$ cat src/dca_pkg.sv
// Purpose: shared constants, field layout and types of the multi-channel dma controller
// Assumes: classic wishbone slave, 16-bit registers in the low half of each 32-bit word
// Notes:   byte address of a register is its word index times four
//
// What this block does
// RULE1 - channels run independently but share the data and dma buses, so requests are arbitrated
// RULE2 - a software bit picks one of two priority schemes for collisions
// RULE3 - round robin: first collision goes to the lower numbered channel
// RULE4 - round robin: later collisions pass the grant upward by channel number
// RULE5 - fixed: lowest numbered requesting channel wins, unless it is the channel just serviced
// RULE6 - fixed: the channel just serviced is not granted again immediately
// RULE7 - fixed: a busy high channel waits behind the next lower pending channel
// RULE8 - software sets engine enable and picks the scheme before channel setup
// RULE9 - upper and lower address limits bound the data ram region for transfers
// RULE10 - software clears channel enable before changing a channel setup
// RULE11 - software writes source and destination pointers; base address for indirect mode
// RULE12 - count register counts triggers in single modes, words in repeated modes
// RULE13 - a per-channel size bit picks byte or word moves
// RULE14 - a two-bit transfer mode field picks one-shot, continuous or repeated variants
// RULE15 - two-bit source and destination addressing fields pick pointer behaviour
// RULE16 - software sets channel enable only after all channel fields are written
// RULE17 - software finally enables the trigger peripheral interrupt
// RULE18 - each channel is powered down on its own by a module disable bit
// RULE19 - one engine control, two address limits and a data buffer register are shared
// RULE20 - each channel has control, interrupt, source, destination and count registers
// RULE21 - a disabled channel raises no request and takes no part in arbitration
// RULE22 - with engine enable clear no channel is granted the bus
`default_nettype none
package dca_pkg;
  localparam int NCH = 4;
  localparam int CW  = 2;
  localparam int DW  = 16;
  // word index within a 32-byte block; block 0 is common, block n+1 is channel n
  localparam logic [2:0] IDX_ENG   = 3'h0;
  localparam logic [2:0] IDX_UPPER = 3'h1;
  localparam logic [2:0] IDX_LOWER = 3'h2;
  localparam logic [2:0] IDX_XBUF  = 3'h3;
  localparam logic [2:0] IDX_PMD   = 3'h4;
  localparam logic [2:0] IDX_CTL   = 3'h0;
  localparam logic [2:0] IDX_INT   = 3'h1;
  localparam logic [2:0] IDX_SRC   = 3'h2;
  localparam logic [2:0] IDX_DST   = 3'h3;
  localparam logic [2:0] IDX_CNT   = 3'h4;
  localparam logic [2:0] BLK_COMMON = 3'h0;
  // engine control fields
  localparam int ENG_EN   = 0;
  localparam int ENG_PRS  = 1;
  localparam int ENG_BUSY = 2;
  localparam logic PRS_FIXED = 1'b0;
  // channel control fields
  localparam int CTL_W      = 8;
  localparam int CTL_EN     = 0;
  localparam int CTL_SIZE   = 1;
  localparam int CTL_TRM_LO = 2;
  localparam int CTL_SAM_LO = 4;
  localparam int CTL_DAM_LO = 6;
  localparam int TRM_CONT   = 0;
  localparam int TRM_REPEAT = 1;
  localparam logic [1:0] AM_INC = 2'h0;
  localparam logic [1:0] AM_DEC = 2'h1;
  localparam logic [1:0] AM_FIX = 2'h2;
  localparam logic [1:0] AM_PIA = 2'h3;
  // channel interrupt flags
  localparam int INT_W     = 2;
  localparam int INT_DONE  = 0;
  localparam int INT_RANGE = 1;
  // reset values and step sizes
  localparam logic [CTL_W-1:0] CTL_RST   = 8'h00;
  localparam logic [DW-1:0]    UPPER_RST = 16'hffff;
  localparam logic [DW-1:0]    LOWER_RST = 16'h0000;
  localparam logic [DW-1:0]    STEP_BYTE = 16'h0001;
  localparam logic [DW-1:0]    STEP_WORD = 16'h0002;

  typedef enum logic [1:0] {E_IDLE, E_READ, E_WRITE, E_SETTLE} dca_eng_t;

  // byte-lane merge of a register write
  function automatic logic [DW-1:0] dca_merge(input logic [DW-1:0] old, input logic [DW-1:0] din,
                                              input logic [DW-1:0] mask);
    dca_merge = (old & ~mask) | (din & mask);
  endfunction : dca_merge
endpackage : dca_pkg
`default_nettype wire

$ cat src/dca_arbiter.sv
// Purpose: picks the channel that wins the shared buses
// Assumes: accept pulses in the cycle the engine takes the grant
// Notes:   remembers the last granted channel for both schemes
`timescale 1ns/10ps
`default_nettype none
module dca_arbiter (
  input  wire logic                    clk,
  input  wire logic                    srst,
  input  wire logic [dca_pkg::NCH-1:0] req,
  input  wire logic                    fixedMode,
  input  wire logic                    accept,
  output logic                         grantValid,
  output logic      [dca_pkg::CW-1:0]  grantCh
);
  logic [dca_pkg::CW-1:0]  lastCh;
  logic                    lastValid;
  logic [dca_pkg::CW-1:0]  rrCh;
  logic [dca_pkg::CW-1:0]  lowCh;
  logic [dca_pkg::CW-1:0]  fixCh;
  logic [dca_pkg::CW-1:0]  idx;
  logic [dca_pkg::NCH-1:0] others;

  // search orders for both schemes
  always_comb begin
    rrCh = '0;
    lowCh = '0;
    fixCh = '0;
    idx = '0;
    others = req;
    // RULE4 rotate upward from last
    for (int i = dca_pkg::NCH - 1; i >= 0; i--) begin
      idx = dca_pkg::CW'(lastCh + dca_pkg::CW'(1) + dca_pkg::CW'(i));
      if (req[idx]) begin
        rrCh = idx;
      end
    end
    // RULE6 skip channel just serviced
    if (lastValid && ((req & ~(dca_pkg::NCH'(1) << lastCh)) != '0)) begin
      others = req & ~(dca_pkg::NCH'(1) << lastCh);
    end
    // RULE5 lowest numbered wins
    for (int i = dca_pkg::NCH - 1; i >= 0; i--) begin
      if (req[i]) begin
        lowCh = dca_pkg::CW'(i);
      end
      if (others[i]) begin
        fixCh = dca_pkg::CW'(i);
      end
    end
  end

  // RULE2 scheme select
  assign grantValid = |req;
  assign grantCh    = fixedMode ? fixCh : rrCh;

  // RULE3 first grant starts below channel 0 wrap
  always_ff @(posedge clk) begin
    if (srst) begin
      lastCh    <= dca_pkg::CW'(dca_pkg::NCH - 1);
      lastValid <= 1'b0;
    end else if (accept) begin
      lastCh    <= grantCh;
      lastValid <= 1'b1;
    end
  end
endmodule : dca_arbiter
`default_nettype wire

$ cat src/dca_channel.sv
// Purpose: one channel: its registers, trigger latch and pointer stepping
// Assumes: step and abort are single-cycle pulses from the engine
// Notes:   power-down holds every register at reset and hides the channel
`timescale 1ns/10ps
`default_nettype none
module dca_channel (
  input  wire logic                   clk,
  input  wire logic                   srst,
  input  wire logic                   powerDown,
  input  wire logic                   trig,
  input  wire logic                   wrEn,
  input  wire logic [2:0]             wrIdx,
  input  wire logic [dca_pkg::DW-1:0] wrData,
  input  wire logic [dca_pkg::DW-1:0] wrMask,
  input  wire logic [2:0]             rdIdx,
  output logic      [dca_pkg::DW-1:0] rdData,
  input  wire logic                   step,
  input  wire logic                   abort,
  input  wire logic [dca_pkg::DW-1:0] upperLim,
  input  wire logic [dca_pkg::DW-1:0] lowerLim,
  output logic                        req,
  output logic                        rangeOk,
  output logic      [dca_pkg::DW-1:0] srcAddr,
  output logic      [dca_pkg::DW-1:0] dstAddr,
  output logic                        byteMode
);
  logic [dca_pkg::CTL_W-1:0] cfg;
  logic [dca_pkg::INT_W-1:0] flags;
  logic [dca_pkg::DW-1:0]    srcBase, dstBase, srcPtr, dstPtr, cntLoad, remain;
  logic                      pending;

  // pointer step per addressing mode
  function automatic logic [dca_pkg::DW-1:0] stepPtr(input logic [dca_pkg::DW-1:0] p, input logic [1:0] m,
                                                     input logic [dca_pkg::DW-1:0] sz);
    stepPtr = (m == dca_pkg::AM_INC) ? p + sz : (m == dca_pkg::AM_DEC) ? p - sz : p;
  endfunction : stepPtr

  // field decode
  wire       en    = cfg[dca_pkg::CTL_EN];
  wire [1:0] trm   = cfg[dca_pkg::CTL_TRM_LO +: 2];
  wire [1:0] sam   = cfg[dca_pkg::CTL_SAM_LO +: 2];
  wire [1:0] dam   = cfg[dca_pkg::CTL_DAM_LO +: 2];
  wire       last  = remain <= dca_pkg::STEP_BYTE;
  wire       endIt = step & last;
  wire       wCtl  = wrEn && wrIdx == dca_pkg::IDX_CTL;
  wire       wInt  = wrEn && wrIdx == dca_pkg::IDX_INT;
  wire       wSrc  = wrEn && wrIdx == dca_pkg::IDX_SRC;
  wire       wDst  = wrEn && wrIdx == dca_pkg::IDX_DST;
  wire       wCnt  = wrEn && wrIdx == dca_pkg::IDX_CNT;
  wire [dca_pkg::CTL_W-1:0] cfgNew = dca_pkg::CTL_W'(dca_pkg::dca_merge(dca_pkg::DW'(cfg), wrData, wrMask));
  wire       arm    = wCtl & cfgNew[dca_pkg::CTL_EN] & ~en;
  // RULE14 continuous modes reload at block end
  wire       reload = endIt & trm[dca_pkg::TRM_CONT];
  // RULE13 byte or word step
  wire [dca_pkg::DW-1:0] stepSz = cfg[dca_pkg::CTL_SIZE] ? dca_pkg::STEP_BYTE : dca_pkg::STEP_WORD;
  // RULE15 each pointer follows its own mode
  wire [dca_pkg::DW-1:0] next_srcPtr = (arm | reload) ? srcBase : step ? stepPtr(srcPtr, sam, stepSz) : srcPtr;
  wire [dca_pkg::DW-1:0] next_dstPtr = (arm | reload) ? dstBase : step ? stepPtr(dstPtr, dam, stepSz) : dstPtr;
  // RULE12 one count per element moved
  wire [dca_pkg::DW-1:0] next_remain = (arm | reload) ? cntLoad : step ? remain - dca_pkg::STEP_BYTE : remain;
  // RULE14 single modes drop the trigger after one element, repeated ones after the block
  wire       pendClr = abort | endIt | (step & ~trm[dca_pkg::TRM_REPEAT]);
  wire [dca_pkg::INT_W-1:0] flagSet = {abort, endIt};
  wire [dca_pkg::INT_W-1:0] flagClr = wInt ? wrData[dca_pkg::INT_W-1:0] & wrMask[dca_pkg::INT_W-1:0] : '0;

  // RULE18 power-down holds control at reset
  always_ff @(posedge clk) begin
    if (srst || powerDown) begin
      cfg <= dca_pkg::CTL_RST;
    end else if (wCtl) begin
      cfg <= cfgNew;
    end else if (abort || (endIt && !trm[dca_pkg::TRM_CONT])) begin
      cfg[dca_pkg::CTL_EN] <= 1'b0;
    end
  end

  // base, working pointers and counters
  always_ff @(posedge clk) begin
    if (srst || powerDown) begin
      {srcBase, dstBase, srcPtr, dstPtr, cntLoad, remain} <= '0;
    end else begin
      srcBase <= wSrc ? dca_pkg::dca_merge(srcBase, wrData, wrMask) : srcBase;
      dstBase <= wDst ? dca_pkg::dca_merge(dstBase, wrData, wrMask) : dstBase;
      cntLoad <= wCnt ? dca_pkg::dca_merge(cntLoad, wrData, wrMask) : cntLoad;
      srcPtr  <= wSrc ? dca_pkg::dca_merge(srcBase, wrData, wrMask) : next_srcPtr;
      dstPtr  <= wDst ? dca_pkg::dca_merge(dstBase, wrData, wrMask) : next_dstPtr;
      remain  <= wCnt ? dca_pkg::dca_merge(cntLoad, wrData, wrMask) : next_remain;
    end
  end

  // trigger latch and sticky flags, a new event beats a clear
  always_ff @(posedge clk) begin
    if (srst || powerDown) begin
      pending <= 1'b0;
      flags   <= '0;
    end else begin
      pending <= (en & trig) | (pending & ~pendClr & ~arm);
      flags   <= (flags & ~flagClr) | flagSet;
    end
  end

  // RULE21 only an enabled channel requests
  assign req = en & pending & ~powerDown;
  // RULE9 ram-side pointers must sit inside the limits
  assign rangeOk = (sam == dca_pkg::AM_PIA || (srcPtr >= lowerLim && srcPtr <= upperLim)) &&
                   (dam == dca_pkg::AM_PIA || (dstPtr >= lowerLim && dstPtr <= upperLim));
  assign srcAddr  = srcPtr;
  assign dstAddr  = dstPtr;
  assign byteMode = cfg[dca_pkg::CTL_SIZE];
  // RULE20 per-channel register read
  assign rdData = powerDown ? '0 :
                  rdIdx == dca_pkg::IDX_CTL ? dca_pkg::DW'(cfg) :
                  rdIdx == dca_pkg::IDX_INT ? dca_pkg::DW'(flags) :
                  rdIdx == dca_pkg::IDX_SRC ? srcPtr :
                  rdIdx == dca_pkg::IDX_DST ? dstPtr :
                  rdIdx == dca_pkg::IDX_CNT ? remain : '0;
endmodule : dca_channel
`default_nettype wire

$ cat src/dca_top.sv
// Purpose: multi-channel dma controller with wishbone register access
// Assumes: memory port request held until a one-cycle memAck
// Notes:   one element per grant; read from source then write to destination
`timescale 1ns/10ps
`default_nettype none
module dca_top (
  input  wire logic                    clk,
  input  wire logic                    srst,
  input  wire logic                    cyc_i,
  input  wire logic                    stb_i,
  input  wire logic                    we_i,
  input  wire logic [7:0]              adr_i,
  input  wire logic [3:0]              sel_i,
  input  wire logic [31:0]             dat_i,
  output logic      [31:0]             dat_o,
  output logic                         ack_o,
  input  wire logic [dca_pkg::NCH-1:0] trig,
  output logic                         memReq,
  output logic                         memWe,
  output logic                         memByte,
  output logic      [dca_pkg::DW-1:0]  memAddr,
  output logic      [dca_pkg::DW-1:0]  memWdata,
  input  wire logic                    memAck,
  input  wire logic [dca_pkg::DW-1:0]  memRdata
);
  // shared registers
  logic                     engEn;
  logic                     priority_scheme_select;
  logic [dca_pkg::DW-1:0]   upperLim;
  logic [dca_pkg::DW-1:0]   lowerLim;
  logic [dca_pkg::DW-1:0]   xferBuf;
  logic [dca_pkg::NCH-1:0]  module_power_disable;
  // engine state
  dca_pkg::dca_eng_t        state;
  logic [dca_pkg::CW-1:0]   curCh;
  logic                     stepPulse;
  logic                     abortPulse;
  // per-channel views
  logic [dca_pkg::DW-1:0]   chRd [dca_pkg::NCH];
  logic [dca_pkg::DW-1:0]   chSrc [dca_pkg::NCH];
  logic [dca_pkg::DW-1:0]   chDst [dca_pkg::NCH];
  logic [dca_pkg::NCH-1:0]  chReq;
  logic [dca_pkg::NCH-1:0]  chOk;
  logic [dca_pkg::NCH-1:0]  chByte;
  logic                     grantValid;
  logic [dca_pkg::CW-1:0]   grantCh;

  // bus decode
  wire        wbHit     = cyc_i & stb_i & ~ack_o;
  wire        wbWr      = wbHit & we_i;
  wire [2:0]  blk       = adr_i[7:5];
  wire [2:0]  regIdx    = adr_i[4:2];
  wire [dca_pkg::CW-1:0] blkCh = dca_pkg::CW'(blk - 3'h1);
  wire        commonSel = blk == dca_pkg::BLK_COMMON;
  wire        chanSel   = blk != dca_pkg::BLK_COMMON && blk <= 3'(dca_pkg::NCH);
  wire [dca_pkg::DW-1:0] wrMask = {{8{sel_i[1]}}, {8{sel_i[0]}}};
  wire        busy      = state != dca_pkg::E_IDLE;

  // RULE19 shared register read
  wire [dca_pkg::DW-1:0] engRd = dca_pkg::DW'({busy, priority_scheme_select, engEn});
  wire [dca_pkg::DW-1:0] commonRd =
    regIdx == dca_pkg::IDX_ENG   ? engRd :
    regIdx == dca_pkg::IDX_UPPER ? upperLim :
    regIdx == dca_pkg::IDX_LOWER ? lowerLim :
    regIdx == dca_pkg::IDX_XBUF  ? xferBuf :
    regIdx == dca_pkg::IDX_PMD   ? dca_pkg::DW'(module_power_disable) : '0;
  wire [dca_pkg::DW-1:0] rdMux = commonSel ? commonRd : chanSel ? chRd[blkCh] : '0;

  // wishbone answer one cycle after the strobe, unmapped reads give zero
  always_ff @(posedge clk) begin
    if (srst) begin
      ack_o <= 1'b0;
      dat_o <= '0;
    end else begin
      ack_o <= wbHit;
      dat_o <= wbHit ? {16'h0000, rdMux} : dat_o;
    end
  end

  // shared control and limit registers
  wire [dca_pkg::DW-1:0] engNew = dca_pkg::dca_merge(engRd, dat_i[15:0], wrMask);
  wire [dca_pkg::DW-1:0] pmdNew = dca_pkg::dca_merge(dca_pkg::DW'(module_power_disable), dat_i[15:0], wrMask);
  always_ff @(posedge clk) begin
    if (srst) begin
      engEn    <= 1'b0;
      priority_scheme_select   <= dca_pkg::PRS_FIXED;
      upperLim <= dca_pkg::UPPER_RST;
      lowerLim <= dca_pkg::LOWER_RST;
      module_power_disable      <= '0;
    end else if (wbWr && commonSel) begin
      if (regIdx == dca_pkg::IDX_ENG) begin
        engEn  <= engNew[dca_pkg::ENG_EN];
        priority_scheme_select <= engNew[dca_pkg::ENG_PRS];
      end
      if (regIdx == dca_pkg::IDX_UPPER) begin
        upperLim <= dca_pkg::dca_merge(upperLim, dat_i[15:0], wrMask);
      end
      if (regIdx == dca_pkg::IDX_LOWER) begin
        lowerLim <= dca_pkg::dca_merge(lowerLim, dat_i[15:0], wrMask);
      end
      if (regIdx == dca_pkg::IDX_PMD) begin
        module_power_disable <= dca_pkg::NCH'(pmdNew);
      end
    end
  end

  // RULE1 independent channels
  for (genvar c = 0; c < dca_pkg::NCH; c++) begin : g_ch
    dca_channel u_ch (
      .clk       (clk),
      .srst      (srst),
      .powerDown (module_power_disable[c]),
      .trig      (trig[c]),
      .wrEn      (wbWr && chanSel && blkCh == dca_pkg::CW'(c)),
      .wrIdx     (regIdx),
      .wrData    (dat_i[15:0]),
      .wrMask    (wrMask),
      .rdIdx     (regIdx),
      .rdData    (chRd[c]),
      .step      (stepPulse && curCh == dca_pkg::CW'(c)),
      .abort     (abortPulse && curCh == dca_pkg::CW'(c)),
      .upperLim  (upperLim),
      .lowerLim  (lowerLim),
      .req       (chReq[c]),
      .rangeOk   (chOk[c]),
      .srcAddr   (chSrc[c]),
      .dstAddr   (chDst[c]),
      .byteMode  (chByte[c])
    );
  end

  // RULE22 grants only while the engine is enabled
  wire accept = state == dca_pkg::E_IDLE && engEn && grantValid;
  wire [dca_pkg::DW-1:0] rdVal = chByte[curCh] ? {8'h00, memRdata[7:0]} : memRdata;

  // RULE2 scheme bit steers the arbiter
  dca_arbiter u_arb (
    .clk        (clk),
    .srst       (srst),
    .req        (chReq),
    .fixedMode  (priority_scheme_select == dca_pkg::PRS_FIXED),
    .accept     (accept),
    .grantValid (grantValid),
    .grantCh    (grantCh)
  );

  // engine sequence: grant, read source, write destination, settle
  always_ff @(posedge clk) begin
    if (srst) begin
      state <= dca_pkg::E_IDLE;
      curCh <= '0;
    end else begin
      unique case (state)
        dca_pkg::E_IDLE: begin
          if (accept) begin
            curCh <= grantCh;
            state <= chOk[grantCh] ? dca_pkg::E_READ : dca_pkg::E_SETTLE;
          end
        end
        dca_pkg::E_READ: begin
          if (memAck) begin
            state <= dca_pkg::E_WRITE;
          end
        end
        dca_pkg::E_WRITE: begin
          if (memAck) begin
            state <= dca_pkg::E_SETTLE;
          end
        end
        dca_pkg::E_SETTLE: begin
          state <= dca_pkg::E_IDLE;
        end
      endcase
    end
  end

  // memory port, held until acknowledged
  always_ff @(posedge clk) begin
    if (srst) begin
      {memReq, memWe, memByte} <= '0;
      memAddr  <= '0;
      memWdata <= '0;
    end else if (accept && chOk[grantCh]) begin
      // RULE13 size bit travels with the access
      {memReq, memWe, memByte} <= {1'b1, 1'b0, chByte[grantCh]};
      memAddr <= chSrc[grantCh];
    end else if (state == dca_pkg::E_READ && memAck) begin
      memWe    <= 1'b1;
      memAddr  <= chDst[curCh];
      memWdata <= rdVal;
    end else if (state == dca_pkg::E_WRITE && memAck) begin
      {memReq, memWe} <= 2'b00;
    end
  end

  // RULE9 out-of-window transfer is aborted; read data is also copied into the buffer
  always_ff @(posedge clk) begin
    if (srst) begin
      xferBuf    <= '0;
      stepPulse  <= 1'b0;
      abortPulse <= 1'b0;
    end else begin
      xferBuf    <= (state == dca_pkg::E_READ && memAck) ? rdVal : xferBuf;
      stepPulse  <= state == dca_pkg::E_WRITE && memAck;
      abortPulse <= accept && !chOk[grantCh];
    end
  end
endmodule : dca_top
`default_nettype wire

$ cat config.mk
export PLATFORM = sky130hd
export DESIGN_NAME = dca_top
export DESIGN_NICKNAME = d
export VERILOG_FILES = /design/src/dca_pkg.sv /design/src/dca_arbiter.sv /design/src/dca_channel.sv /design/src/dca_top.sv
export SDC_FILE = /design/constraint.sdc
export NUM_CORES = 2
export LEC_CHECK = 0
export BUFFER_PORTS_ARGS = -buffer_cell sky130_fd_sc_hd__clkbuf_2
export CAP_MARGIN = 20
export CORE_ASPECT_RATIO = 0.8
export CORE_MARGIN = 5
export CORE_UTILIZATION = 50
export DETAILED_ROUTE_END_ITERATION = 8
export PLACE_DENSITY = 0.76
export SYNTH_ARGS = -nofsm -noshare
export SYNTH_HDL_FRONTEND = slang
export SYNTH_SLANG_ARGS = --single-unit
$ cat constraint.sdc
create_clock -name clk -period 3.4 [get_ports clk]
set_clock_uncertainty 0.05 [all_clocks]
set_input_delay 0.34 -clock clk [delete_from_list [all_inputs] [get_ports clk]]
set_output_delay 0.34 -clock clk [all_outputs]
set_load 0.02 [all_outputs]
==> run metrics <==
outcome=finished, violations left; violated checks=setup timing; portion of the clock cycle consumed by the worst path in the final layout=1.02; Synth warnings=0; Remaining DRCs=0; count of placed standard cells including taps=6374; sequential cell area=10900 µm²; power density cells=320 nW/µm²; number of violations of the max-capacitance limit=0; later-pin clock latency in the skew report=690 ps; clock tree from TritonCTS=built; Global Route Usage Sum=0.433; fin worst setup slack=-67.8 ps; share of post-route cells with drive strength above 1=0.165; I/O Buffers=between 100 and 150; die outline area=82800 µm²; WL final=190000 µm; HPWL after detailed placement=approximately 140000 µm; peak supply drop=436 µV; static leakage power=about 0.02 µW; initial core utilization=0.503; end of the worst hold path=xferBuf[15]; cell taking the most area after synthesis=sky130_fd_sc_hd__dfxtp_1; core area=76700 µm²; number of I/O pins=138; cell count of the worst hold path=5; global-route wire length before repair=268000 µm; clock sink count=543; dominant delay contributor by cell family on the critical path=compound AO/OA/AOI/OAI gates; maximum number of pins on one net before global-route repair=97; Final Max Tran Viols=0; worst-case clock buffer depth=3; Data arrival, critical path=4040 ps; fill cell total of the finished layout=6944; area fraction of the dominant cell type after synthesis=0.282; placer congestion estimate=~1.1; root buffer cell=sky130_fd_sc_hd__clkbuf_16; RSZ-0062 raised after global routing=yes; Layout Area Growth over Synthesis=20.4%; most common cell in the synthesized netlist=sky130_fd_sc_hd__nand2_1; clock period minus worst slack=about 3500 ps; count of mapped cells out of synthesis=5062; detailed-router iteration count before antenna repair=9; CTS H-tree lvls=2; number of vias per cell=6.69; Mapped Avg Cell Area=7.62 µm²; Bufs and invs on worst path=6; Worst Path Max Fanout=8; hold wc startpoint=memRdata[15]; number of clock buffers inserted by TritonCTS=57; final-stage net count=5957; leading post-synthesis cells by cell area=sky130_fd_sc_hd__dfxtp_1 28%, sky130_fd_sc_hd__ha_1 13%, sky130_fd_sc_hd__a21oi_1 8.4%, sky130_fd_sc_hd__nand2_1 8.2%, sky130_fd_sc_hd__nor2_1 4.6%; synth unique cells=94; x dimension of the die=321 µm; final antenna-violating net count=0; placed cell area=about 43000 µm²; post-route non-filler standard cell count=approximately 6600; Wirelength per Cell=29.0 µm; area taken by multi-input logic gates=26500 µm²; maximum clock frequency=288 MHz; Tightest Pin Transition=1120 ps; number of cell rows=91; leftover overflow at the end of global routing=0; EDFF count, synth=0; Post-Synthesis Cell Area=38600 µm²; number of endpoints with negative hold slack in the final report=0; category of the worst setup path launch point=flop; CP most frequent cell=sky130_fd_sc_hd__buf_12; commonest cells in the netlist=838 x sky130_fd_sc_hd__nand2_1, 648 x sky130_fd_sc_hd__a21oi_1, 543 x sky130_fd_sc_hd__dfxtp_1; cell-by-cell listing of the critical path=clkinvlp_4, buf_12, buf_12, ha_4, nand4_1, o41ai_2, a211oi_1, a211o_1, nor4_4, buf_4, o21bai_4, buf_12, clkbuf_16, a311oi_2, a31o_1; antenna violations before repair=13; worst min-delay path class=input pin to flop; post-synthesis sequential area ratio=0.282; dominant synthesized flop cell=sky130_fd_sc_hd__dfxtp_1; DR iter-0 viols=roughly 6800; number of global-route vias before repair=slightly below 40000; Critical R2R Capture=memWdata[14]; clock transition at the registers of the reported paths=roughly 70 ps; worst setup path class=flop to flop; length in cells of the worst reg-to-reg path=15; worst reg2reg setup slack=-70 ps; setup violators final=6; via count of the routed design=43900; WP data required=3970 ps; Slowest Stage Delay on Critical Path=460 ps; Finished Cell Area=46400 µm²; slowest stage cell, crit path=sky130_fd_sc_hd__o41ai_2; Worst slew margin=0.253; number of storage elements in the synthesis netlist=543; vertical die dimension=258 µm; kind of capture point of the worst setup path=flop; Post-synth ARST share=0
[worst max-delay path by stage]
stage	start	end	depth (start not counted)
4_1_cts	g_ch[3].u_ch.srcAddr[0]	g_ch[3].u_ch.srcAddr[14]	11
3_3_place_gp	flop	memAddr[15]	13
2_1_floorplan	flop	g_ch[3].u_ch.srcAddr[14]	12
3_5_place_dp	flop	memAddr[9]	13
5_1_grt	flop	memWdata[14]	15
6_report	flop	memWdata[14]	15
[cell type report]
class	count	area share
multi-input combinational	4097	0.571
tap	1023	0.0276
antenna	15	0.000808
inverter	132	0.0120
clock buffer	71	0.0334
clock inverter	29	0.00819
sequential	543	0.235
timing repair buffer	650	0.113
[per-stage QoR]
step / util / hold slack, ps / total power (µW) / setup TNS (ps) / setup slack [ps]
floorplan: - / 381 / 7440 / 0 / 216
global placement: 0.562 / 388 / 8140 / -69.2 / -41.8
detailed placement: 0.562 / 395 / 8150 / -1500 / -120
CTS: 0.591 / 1.38 / 14700 / 0 / 15.8
global route: 0.605 / 49.7 / 15200 / -706 / -122
finish: 0.605 / 9.29 / 14900 / -182 / -67.8
[what timing repair did]
item,4_1_cts,5_1_grt
endpoints found under the hold margin,27,0
pin swaps,1,28
resized for setup,9,116
setup buffers,5,44
setup endpoints to repair,34,76
hold buffers,17,0
cloned,0,6
[per-layer routing]
metal  vias to the layer above  share of wire  global-route usage  wire length, µm
li1                      19300              -                   -                -
met1                     20600           0.39               0.583            74200
met2                      3261           0.39               0.599            73600
met3                       735           0.15               0.150            27700
met4                        10          0.076               0.250            14500
met5                         -        0.00036             0.00117               69
[report_power, final]
part | total, µW | internal, µW | switching [µW] | leakage [µW]
Sequential | 6490 | 6430 | 65.5 | 0.00437
Combinational | 1650 | 471 | 1180 | 0.0147
Clock | 6710 | 3770 | 2940 | 0.000936
Total | 14900 | 10700 | 4190 | 0.0200
[tightest hold or removal path: cells and delay by family]
| kind | cells | cell delay, ps |
|---|---|---|
| AND/OR/NAND/NOR | 3 | 240 |
| AO/OA/AOI/OAI | 1 | 50 |
| buffers and inverters | 1 | 80 |
[cell families (layout without fill, tap and decap cells)]
group | count (synthesis) | after routing | share of synthesized area
adders and majority gates | 406 | 406 | 0.133
buffers and inverters | 437 | 882 | 0.0454
AOI/OAI and AO/OA | 1557 | 1557 | 0.252
xor gates and xnor gates | 150 | 150 | 0.0341
other | 1 | 31 | 0.0000972
and+or+nand+nor | 1809 | 1809 | 0.205
muxes | 159 | 159 | 0.0481
DFF | 543 | 543 | 0.282
[placed cells by master (no fill, tap or decap), drive strengths merged, types with 75 or more instances in the layout]
cell,n
a21oi,648
a221oi,98
buf,528
clkbuf,176
dfxtp,543
ha,398
inv,117
mux2i,128
nand2,838
nand3,93
nor2,481
nor3,112
o21ai,278
xnor2,75
xor2,75
Power figures use the tool's default switching activity.
